<file path="src/hw/dcr_pkg.sv">
// Shared constants and types for the converter configuration register bank
package dcr_pkg;

    // Slave address byte layout
    localparam logic [3:0] DCR_FIXED_CODE  = 4'hc;   // Upper four address bits, fixed
    localparam int         DCR_ADDR_LOW_W  = 3;      // User address bits
    localparam int         DCR_BYTE_W      = 8;      // Bits per bus byte
    localparam logic [3:0] DCR_BIT_LAST    = 4'h8;   // Bit count at end of a byte

    // Frame layout: config byte, code high byte, code low byte
    localparam logic [1:0] DCR_IDX_CFG     = 2'h0;
    localparam logic [1:0] DCR_IDX_CODE_HI = 2'h1;
    localparam logic [1:0] DCR_IDX_CODE_LO = 2'h2;
    localparam logic [1:0] DCR_IDX_OVER    = 2'h3;   // Bytes beyond the frame

    // Field widths and positions inside the config byte
    localparam int         DCR_CFG_W       = 5;
    localparam int         DCR_CODE_FIELD_W = 12;    // Right-aligned code field
    localparam int         DCR_POS_GAIN    = 0;
    localparam int         DCR_POS_PWR     = 1;      // Two bits
    localparam int         DCR_POS_REF     = 3;      // Two bits

    // Ladder reference select codes
    localparam logic [1:0] DCR_REF_EXT_UNBUF = 2'b10;
    localparam logic [1:0] DCR_REF_EXT_BUF   = 2'b11;

    // Power-down select codes
    localparam logic [1:0] DCR_PWR_NORMAL  = 2'b00;
    localparam logic [1:0] DCR_PWR_LOAD_LO = 2'b01;
    localparam logic [1:0] DCR_PWR_LOAD_MID = 2'b10;
    localparam logic [1:0] DCR_PWR_LOAD_HI = 2'b11;
    localparam logic [1:0] DCR_PWR_BROWNOUT = 2'b11;

    // Reset and brown-out values
    localparam logic       DCR_GAIN_RESET  = 1'b0;
    localparam logic [1:0] DCR_REF_RESET   = 2'b00;
    localparam logic [11:0] DCR_CODE_RESET = 12'h000;

    // Volatile configuration fields
    typedef struct packed {
        logic [1:0] ladderRefSelect;  // Ladder reference source
        logic [1:0] powerdownSelect;  // Output state and load
        logic       gainSelect;       // Output gain
    } dcr_cfg_t;

    // Decoded analog control bundle
    typedef struct packed {
        logic       refFromSupply;    // Supply feeds ladder, unbuffered
        logic       refFromPin;       // Reference pin feeds ladder
        logic       refBuffered;      // Reference pin through buffer
        logic       ampConnected;     // Amplifier drives output pin
        logic       circuitsOn;       // Internal circuits powered
        logic [2:0] loadSelect;       // One-hot load: lo, mid, hi resistance
        logic       gainTwo;          // Gain of two in effect
    } dcr_analog_t;

    localparam dcr_cfg_t DCR_CFG_RESET = '{DCR_REF_RESET, DCR_PWR_NORMAL, DCR_GAIN_RESET};
    localparam dcr_cfg_t DCR_CFG_BROWNOUT = '{DCR_REF_RESET, DCR_PWR_BROWNOUT, DCR_GAIN_RESET};

endpackage

</file>
<file path="src/hw/dcr_bus_sense.sv">
// Synchroniser and condition detector for the two serial bus pins
`timescale 1ns/100ps
`default_nettype none

module dcr_bus_sense (
    // Clock and reset
    input  wire logic mclk,
    input  wire logic rst,
    // Raw pins
    input  wire logic sclPin,
    input  wire logic sdaPin,
    // Detected events, one-cycle pulses
    output logic      sclRise,
    output logic      sclFall,
    output logic      startSeen,
    output logic      stopSeen,
    // Settled data level
    output logic      sdaLevel
);
    logic [1:0] sclMeta_r;   // First stage then second stage
    logic [1:0] sdaMeta_r;
    logic       sclPrev_r;   // Third stage for edge finding
    logic       sdaPrev_r;

    // Two-flop synchronisers; stage 0 is read only by stage 1
    always_ff @(posedge mclk or posedge rst) begin
        if (rst) begin
            sclMeta_r <= 2'h3;
            sdaMeta_r <= 2'h3;
        end else begin
            sclMeta_r <= {sclMeta_r[0], sclPin};
            sdaMeta_r <= {sdaMeta_r[0], sdaPin};
        end
    end

    // History for edge and condition detection
    always_ff @(posedge mclk or posedge rst) begin
        if (rst) begin
            sclPrev_r <= 1'b1;
            sdaPrev_r <= 1'b1;
        end else begin
            sclPrev_r <= sclMeta_r[1];
            sdaPrev_r <= sdaMeta_r[1];
        end
    end

    // Clock edges found by the system clock
    assign sclRise   = sclMeta_r[1] & ~sclPrev_r;
    assign sclFall   = ~sclMeta_r[1] & sclPrev_r;
    // Data moving while clock high marks start or stop
    assign startSeen = sclMeta_r[1] & sclPrev_r & sdaPrev_r & ~sdaMeta_r[1];
    assign stopSeen  = sclMeta_r[1] & sclPrev_r & ~sdaPrev_r & sdaMeta_r[1];
    assign sdaLevel  = sdaMeta_r[1];

endmodule

`default_nettype wire

</file>
<file path="src/hw/dcr_config_bank.sv">
// Configuration and code register bank behind a serial slave port
// Behaviour
// - Reference code 0x supply, 10 pin, 11 buffered
// - Power code 00 normal, others select loads
// - Powered down: circuits off, amplifier disconnected
// - Gain bit 0 unity, 1 doubles
// - Supply reference forces unity gain
// - Power-on loads volatile from nonvolatile copies
// - Brown-out: power field 11, rest cleared
// - Code width 12/10/8, right-aligned, upper absent
// - Slave only, never drives clock
// - Works at standard, fast, high-speed rates
// - First byte after start is address
// - Data sampled on clock rising edge
// - Data change with clock high: start/stop
// - Never stretches the serial clock
`timescale 1ns/100ps
`default_nettype none

module dcr_config_bank #(
    parameter int              CODE_W   = 12,      // Implemented code bits
    parameter logic [2:0]      ADDR_LOW = 3'h0     // User address bits
) (
    // Clock and reset
    input  wire logic                        mclk,
    input  wire logic                        rst,
    // Serial bus pins; clock is input only
    input  wire logic                        sclPin,
    input  wire logic                        sdaIn,
    output logic                             sdaOut,
    output logic                             sdaOe,
    // Supply events, one-cycle pulses on mclk
    input  wire logic                        powerOnEvent,
    input  wire logic                        brownOutEvent,
    // Nonvolatile copies
    input  wire dcr_pkg::dcr_cfg_t           nvConfig,
    input  wire logic [dcr_pkg::DCR_CODE_FIELD_W-1:0] nvCode,
    // Volatile state to the analog side
    output dcr_pkg::dcr_cfg_t                configOut,
    output logic [dcr_pkg::DCR_CODE_FIELD_W-1:0] codeOut,
    output dcr_pkg::dcr_analog_t             analogCtrl,
    // Write completed, one-cycle pulse
    output logic                             writeDone
);
    import dcr_pkg::*;

    // Widths the code register can take
    if (CODE_W != 8 && CODE_W != 10 && CODE_W != 12) begin : gChk
        $error("CODE_W must be 8, 10 or 12");
    end

    // Frame engine states
    typedef enum logic [2:0] {
        DCR_IDLE, DCR_ADDR, DCR_ADDR_ACK, DCR_WR_BYTE, DCR_WR_ACK,
        DCR_RD_BYTE, DCR_RD_ACK, DCR_IGNORE
    } dcr_state_t;

    dcr_state_t           state_r;        // Frame engine state
    logic [7:0]           rxShift_r;      // Incoming byte
    logic [7:0]           txShift_r;      // Outgoing byte
    logic [7:0]           readNow;        // Byte the read path sends next
    logic [3:0]           bitCnt_r;       // Bits of current byte
    logic [1:0]           byteIdx_r;      // Position within frame
    logic                 readMode_r;     // Direction bit of address
    logic                 ackOe_r;        // Pull data low
    logic                 masterAck_r;    // Master acknowledged read byte
    dcr_cfg_t             cfgStage_r;     // Staged config byte
    logic [3:0]           codeHiStage_r;  // Staged code high bits
    dcr_cfg_t             cfg_r;          // Volatile config
    logic [CODE_W-1:0]    code_r;         // Volatile code, implemented bits only
    logic                 commit_r;       // Write commit pulse
    logic [11:0]          commitCode;     // Staged full code field
    logic                 sclRise;
    logic                 sclFall;
    logic                 startSeen;
    logic                 stopSeen;
    logic                 sdaLevel;

    // Pin sensing; detector sees rates up to high-speed at 20 MHz
    dcr_bus_sense uSense (
        .mclk      (mclk),
        .rst       (rst),
        .sclPin    (sclPin),
        .sdaPin    (sdaIn),
        .sclRise   (sclRise),
        .sclFall   (sclFall),
        .startSeen (startSeen),
        .stopSeen  (stopSeen),
        .sdaLevel  (sdaLevel)
    );

    // Byte returned for a frame position
    function automatic logic [7:0] readByte(input logic [1:0] idx, input dcr_cfg_t c,
                                            input logic [11:0] code);
        case (idx)
            DCR_IDX_CFG:     readByte = {3'h0, c};
            DCR_IDX_CODE_HI: readByte = {4'h0, code[11:8]};
            DCR_IDX_CODE_LO: readByte = code[7:0];
            default:         readByte = 8'hff;
        endcase
    endfunction
    assign readNow = readByte(byteIdx_r, cfg_r, codeOut);  // Selected by frame position
    // Address match on fixed code and user bits
    function automatic logic addrMatch(input logic [7:0] b);
        addrMatch = (b[7:4] == DCR_FIXED_CODE) && (b[3:1] == ADDR_LOW);
    endfunction

    // Frame engine; start and stop from the master take priority over clock edges
    always_ff @(posedge mclk or posedge rst) begin
        if (rst) begin
            state_r     <= DCR_IDLE;
            bitCnt_r    <= 4'h0;
            byteIdx_r   <= 2'h0;
            readMode_r  <= 1'b0;
            ackOe_r     <= 1'b0;
            masterAck_r <= 1'b0;
        end else if (startSeen) begin
            // Start or repeated start begins address byte
            state_r   <= DCR_ADDR;
            bitCnt_r  <= 4'h0;
            byteIdx_r <= 2'h0;
            ackOe_r   <= 1'b0;
        end else if (stopSeen) begin
            // Stop ends the frame and frees the line
            state_r <= DCR_IDLE;
            ackOe_r <= 1'b0;
        end else if (sclRise) begin
            // Receive sampling on rising clock
            case (state_r)
                DCR_ADDR, DCR_WR_BYTE: begin
                    bitCnt_r <= bitCnt_r + 4'h1;
                end
                DCR_RD_ACK: begin
                    masterAck_r <= ~sdaLevel;
                end
                default: begin
                end
            endcase
        end else if (sclFall) begin
            case (state_r)
                DCR_ADDR: begin
                    // First byte is the slave address
                    if (bitCnt_r == DCR_BIT_LAST && addrMatch(rxShift_r)) begin
                        readMode_r <= rxShift_r[0];
                        ackOe_r    <= 1'b1;
                        state_r    <= DCR_ADDR_ACK;
                    end else if (bitCnt_r == DCR_BIT_LAST) begin
                        state_r <= DCR_IGNORE;
                    end
                end
                DCR_ADDR_ACK: begin
                    bitCnt_r <= 4'h0;
                    if (readMode_r) begin
                        ackOe_r  <= ~readNow[7];
                        bitCnt_r <= 4'h1;
                        state_r  <= DCR_RD_BYTE;
                    end else begin
                        ackOe_r <= 1'b0;
                        state_r <= DCR_WR_BYTE;
                    end
                end
                DCR_WR_BYTE: begin
                    // Acknowledge bytes within the frame, refuse extras
                    if (bitCnt_r == DCR_BIT_LAST && byteIdx_r != DCR_IDX_OVER) begin
                        ackOe_r <= 1'b1;
                        state_r <= DCR_WR_ACK;
                    end else if (bitCnt_r == DCR_BIT_LAST) begin
                        state_r <= DCR_IGNORE;
                    end
                end
                DCR_WR_ACK: begin
                    ackOe_r   <= 1'b0;
                    bitCnt_r  <= 4'h0;
                    byteIdx_r <= byteIdx_r + 2'h1;
                    state_r   <= DCR_WR_BYTE;
                end
                DCR_RD_BYTE: begin
                    // Data changed only while clock is low
                    if (bitCnt_r == DCR_BIT_LAST) begin
                        ackOe_r   <= 1'b0;
                        byteIdx_r <= (byteIdx_r == DCR_IDX_CODE_LO) ? DCR_IDX_CFG : byteIdx_r + 2'h1;
                        state_r   <= DCR_RD_ACK;
                    end else begin
                        ackOe_r  <= ~txShift_r[7];
                        bitCnt_r <= bitCnt_r + 4'h1;
                    end
                end
                DCR_RD_ACK: begin
                    // Master ack asks for next byte, nack ends reading
                    if (masterAck_r) begin
                        ackOe_r  <= ~readNow[7];
                        bitCnt_r <= 4'h1;
                        state_r  <= DCR_RD_BYTE;
                    end else begin
                        state_r <= DCR_IGNORE;
                    end
                end
                default: begin
                end
            endcase
        end
    end

    // Receive shifter, rising clock edge
    always_ff @(posedge mclk or posedge rst) begin
        if (rst) begin
            rxShift_r <= 8'h00;
        end else if (sclRise && (state_r == DCR_ADDR || state_r == DCR_WR_BYTE)) begin
            rxShift_r <= {rxShift_r[6:0], sdaLevel};
        end
    end

    // Transmit shifter; loaded when a read byte starts, shifted per bit
    always_ff @(posedge mclk or posedge rst) begin
        if (rst) begin
            txShift_r <= 8'h00;
        end else if (sclFall && (state_r == DCR_ADDR_ACK || state_r == DCR_RD_ACK)) begin
            txShift_r <= {readNow[6:0], 1'b0};
        end else if (sclFall && state_r == DCR_RD_BYTE && bitCnt_r != DCR_BIT_LAST) begin
            txShift_r <= {txShift_r[6:0], 1'b0};
        end
    end

    // Staging of written bytes; last byte commits the frame
    always_ff @(posedge mclk or posedge rst) begin
        if (rst) begin
            cfgStage_r    <= DCR_CFG_RESET;
            codeHiStage_r <= 4'h0;
            commit_r      <= 1'b0;
        end else begin
            commit_r <= 1'b0;
            if (sclFall && state_r == DCR_WR_BYTE && bitCnt_r == DCR_BIT_LAST) begin
                case (byteIdx_r)
                    DCR_IDX_CFG:     cfgStage_r    <= dcr_cfg_t'(rxShift_r[DCR_CFG_W-1:0]);
                    DCR_IDX_CODE_HI: codeHiStage_r <= rxShift_r[3:0];
                    DCR_IDX_CODE_LO: commit_r      <= 1'b1;
                    default: begin
                    end
                endcase
            end
        end
    end

    assign commitCode = {codeHiStage_r, rxShift_r};
    // Volatile registers; brown-out over power-on over bus write
    always_ff @(posedge mclk or posedge rst) begin
        if (rst) begin
            cfg_r  <= DCR_CFG_RESET;
            code_r <= DCR_CODE_RESET[CODE_W-1:0];
        end else if (brownOutEvent) begin
            cfg_r  <= DCR_CFG_BROWNOUT;
            code_r <= DCR_CODE_RESET[CODE_W-1:0];
        end else if (powerOnEvent) begin
            cfg_r  <= nvConfig;
            code_r <= nvCode[CODE_W-1:0];
        end else if (commit_r) begin
            cfg_r  <= cfgStage_r;
            code_r <= commitCode[CODE_W-1:0];
        end
    end

    // Completion flag for the user side
    assign writeDone = commit_r;

    // Open-drain data: only pulls low, clock never driven
    assign sdaOut    = 1'b0;
    assign sdaOe     = ackOe_r;

    // Volatile state out, absent upper bits read zero
    assign configOut = cfg_r;
    assign codeOut   = DCR_CODE_FIELD_W'(code_r);

    // Reference decode
    assign analogCtrl.refFromSupply = ~cfg_r.ladderRefSelect[1];
    assign analogCtrl.refFromPin    = cfg_r.ladderRefSelect[1];
    assign analogCtrl.refBuffered   = (cfg_r.ladderRefSelect == DCR_REF_EXT_BUF);
    // Power-down decode
    assign analogCtrl.ampConnected  = (cfg_r.powerdownSelect == DCR_PWR_NORMAL);
    assign analogCtrl.circuitsOn    = (cfg_r.powerdownSelect == DCR_PWR_NORMAL);
    assign analogCtrl.loadSelect    = {cfg_r.powerdownSelect == DCR_PWR_LOAD_HI,
                                       cfg_r.powerdownSelect == DCR_PWR_LOAD_MID,
                                       cfg_r.powerdownSelect == DCR_PWR_LOAD_LO};
    // Gain, forced to unity on supply reference
    assign analogCtrl.gainTwo       = cfg_r.gainSelect & cfg_r.ladderRefSelect[1];

endmodule

`default_nettype wire

</file>
<file path="config.mk">
export PLATFORM = sky130hd
export DESIGN_NAME = dcr_config_bank
export DESIGN_NICKNAME = d
export VERILOG_FILES = /design/src/hw/dcr_pkg.sv /design/src/hw/dcr_bus_sense.sv /design/src/hw/dcr_config_bank.sv
export SDC_FILE = /design/constraint.sdc
export NUM_CORES = 1
export LEC_CHECK = 0
export BUFFER_PORTS_ARGS = -buffer_cell sky130_fd_sc_hd__clkbuf_2
export CAP_MARGIN = 20
export CORE_MARGIN = 1
export CORE_UTILIZATION = 60
export CTS_CLUSTER_DIAMETER = 150
export DETAILED_ROUTE_END_ITERATION = 8
export GPL_ROUTABILITY_DRIVEN = 0
export PLACE_DENSITY = 0.84
export SYNTH_ARGS = -nofsm -noshare
export SYNTH_HDL_FRONTEND = slang
export SYNTH_HIERARCHICAL = 1
export SYNTH_SLANG_ARGS = --single-unit
</file>
<file path="constraint.sdc">
create_clock -name mclk -period 7.1 [get_ports mclk]
set_clock_uncertainty 0.15 [all_clocks]
set_input_delay 0.71 -clock mclk [delete_from_list [all_inputs] [get_ports mclk]]
set_output_delay 0.71 -clock mclk [all_outputs]
set_load 0.1 [all_outputs]
</file>
==> impl_results.md <==
- I/O pin total: 52
- Slew Limit Fails: 0
- Seq cells post-synth: 60
- Syn_area_per_cell: 9.93 µm²
- Most Crowded Layer GR: met2
- Crit-path max FO: 18
- Cts repair resizes: 0
- Max_cap viols: 0
- Post-DR wirelength/cell: 16.6 µm
- Outcome: finished clean
- Clock tree sinks: 60
- VDD IR max: 0.000197 V
- Final Hold Fails: 0
- Synth unique cells: 52
- I/O Buffers: 50
- Cell count after synthesis: 327
- Crit path buffers/inverters: 1
- Grt total ovfl: 0
- Final HPWL DP: 4850 µm
- Footprint of the multi-input gates: 0.00159 mm²
- Most used DFF post-synth: dfrtp_1
- Area grow syn2layout: 13.6%
- Min-Delay Path Class: flop to flop
- Antenna-violating nets left: 0
- Clock-pin slew on the worst setup and hold paths: 0.07 ns
- TritonCTS clock tree: built
- FMAX: 0.364 GHz
- Layout cells sized above 1: 30.7%
- Worst path slowest cell: dfrtp_1
- N_diodes: 0
- GRT Total Usage: 28.3%
- Die Wd: 75.6 µm
- Die ar.: 0.00571 mm²
- First-pass GRT wire length: 11800 µm
- Critical Path AT: 1.89 ns
- Post-place setup slack: 4.58 ns
- Worst-Skew Late Latency: 0.34 ns
- Routed Wire Length: 7320 µm
- Routing usage on met2: 43.1%
- Clock tree root buffer cell: clkbuf_8
- Setup WS post-layout: 4.35 ns
- Cts hold-fix bufs: 0
- CTS H-tree lvls: 3
- CP Cell Sequence: clkbuf_2
- Leak Pwr: 1.66 nW
- Detailed Routing Iterations Pass 1: 5
- CTS max path bufs: 2
- Slowest stage delay, CP: 0.96 ns
- Initial antenna violation count: 0
- RSZ-0062 raised after global routing: no
- Via density: 5.93
- Pwr/cell area: 275 mW/mm²
- Largest delay share family, worst path: flip-flops
- Post-Syn Nets: 352
- Layout Utilization: 71.4%
- Slew HR: 37.3%
- Worst hold slack: 0.205 ns
- Filler cells: 379
- M3 GR Usage: 6.48%
- CP required: 6.24 ns
- Ys async rst share: 100%
- Crit. End Element: output port
- Sequential cell area fraction in the yosys report: 46.5%
- Worst Max-Slew Pin Slew: 0.940 ns
- Placed cells: 425
- Fin Setup TNS: 0 ns
- DRC violations left: 0
- Kind of critical path: flop to output port
- Tmin final: 2.75 ns
- Reg area: 0.00151 mm²
- Vias: 2617
- Fin cells: 441
- TritonCTS buffer count: 9
- Row Count: 26
- Core footprint: 0.00517 mm²
- Final nets: 391
- Die Height: 75.6 µm
- Initial DRC Count: 408
- Starting Density: 62.8%
- Final Cycle Share: 38.7%
- Final setup vio count: 0
- YS warnings: 6
- Post-CTS setup buffer count: 0
- Number of synthesized flops with an enable pin: 0
- Vias in the first global route: 2386
- Element type at the critical path start: flop
- Synthesized area: 0.00325 mm²
- Largest net degree at the start of global routing: 55
- Met1 Use GR: 39.5%
==> final timing paths <==
kind	slack, ns	from	end	cells past startpoint
hold / removal	0.20	uSense/sclMeta_r[0]$_DFF_PP1_	uSense/sclMeta_r[1]$_DFF_PP1_	0
max in group asynchronous	5.92	rst	state_r[0]$_DFFE_PP0P_	3
setup / recovery	4.35	writeDone$_DFF_PP0_	writeDone	1
setup reg to reg	4.48	uSense/sclPrev_r$_DFF_PP1_	bitCnt_r[0]$_DFFE_PP0P_	5
hold reg to reg	0.20	uSense/sclMeta_r[0]$_DFF_PP1_	uSense/sclMeta_r[1]$_DFF_PP1_	0
min in group asynchronous	0.36	rst	uSense/sclPrev_r$_DFF_PP1_	2
==> worst reg2reg max path: stages, from the launching register on <==
cell and delay [ns]:
dfstp_2 0.56, nor2b_1 0.38, nor3b_1 0.40, o2111ai_1 0.26, o21ai_0 0.37, mux2_2 0.38
==> report_power, final <==
part | internal (mW) | switching (mW)
combinational | 0.0836 | 0.161
clock | 0.180 | 0.133
sequential | 0.389 | 0.0663
==> placed cells by master, fill, tap and decap left out, types with 2 or more instances in the layout <==
cell       instances
nand3b_1           5
clkbuf_2          50
or2_2              3
inv_1              9
inv_2              2
o22ai_1            6
mux2_2            30
dfstp_2            6
a211oi_1           4
and3b_1            2
and2_1             4
and4b_1            3
ha_1               2
a311o_1            2
o2111ai_1          3
o2bb2ai_1          2
a21oi_1           24
nand2b_1           6
nand3_1            6
nand2_1           17
nor3b_1            2
o21ai_0           19
nor2b_1            6
clkinv_2           2
nor3_1             3
clkbuf_8          11
mux2i_1           18
dfrtp_1           54
nor2_1            44
==> flip-flops by register name, summed over array words and instances, names as in the netlist, 3 cells and up <==
register       count
codeOut           12
rxShift_r          8
bitCnt_r           4
txShift_r          7
cfgStage_r         5
state_r            3
codeHiStage_r      4
configOut          4
==> layer usage <==
layer / part of all wire (%) / up-vias
li1: - / 1235
met1: 45 / 1256
met2: 48 / 111
met3: 5.7 / 15
met4: 1.9 / 0
met5: 0 / -
==> cell families (layout without fill, tap and decap cells) <==
group | Yosys count | after routing | share of synthesized area (%)
AND/OR/NAND/NOR | 109 | 109 | 18.1
AO/OA/AOI/OAI | 73 | 73 | 14.1
multiplexers | 48 | 48 | 15.9
other | 1 | 1 | 0.115
buffers and inverters | 34 | 78 | 4.51
adder cells (fa/ha/maj) | 2 | 2 | 0.770
flip-flops | 60 | 60 | 46.5
==> cell usage after synthesis (all sizes together) (3+ instances only) <==
| master | number | area, µm² |
|---|---|---|
| nand2b | 6 | 37.5 |
| o21ai | 20 | 104 |
| nor2 | 44 | 165 |
| o2111ai | 3 | 26.3 |
| dfstp | 6 | 158 |
| or2 | 3 | 18.8 |
| o22ai | 6 | 37.5 |
| and2 | 4 | 25.0 |
| mux2i | 18 | 180 |
| nor3 | 4 | 31.3 |
| clkbuf | 15 | 56.3 |
| a211oi | 4 | 30.0 |
| nor3b | 3 | 33.8 |
| mux2 | 30 | 338 |
| buf | 8 | 48.8 |
| nand2 | 17 | 63.8 |
| a21oi | 24 | 120 |
| nand3 | 6 | 30.0 |
| and4b | 3 | 30.0 |
| dfrtp | 54 | 1350 |
| nand3b | 6 | 57.6 |
| inv | 11 | 41.3 |
| nor2b | 6 | 37.5 |
==> through the flow <==
step	area, µm²	total power, mW
CTS	3690	1.01
finish	3690	1.01
global route	3690	1.06
floorplan	3250	0.646
global placement	3490	0.692
detailed placement	3490	0.699
==> final cells by class <==
cell class / instances / share of cell area (%)
Inverter: 11 / 1.12
Multi-Input combinational cell: 233 / 43.2
Clock buffer: 12 / 4.20
Sequential cell: 60 / 40.9
Clock inverter: 4 / 1.29
Tap cell: 70 / 2.37
Timing Repair Buffer: 51 / 6.98
Power figures use the tool's default switching activity.
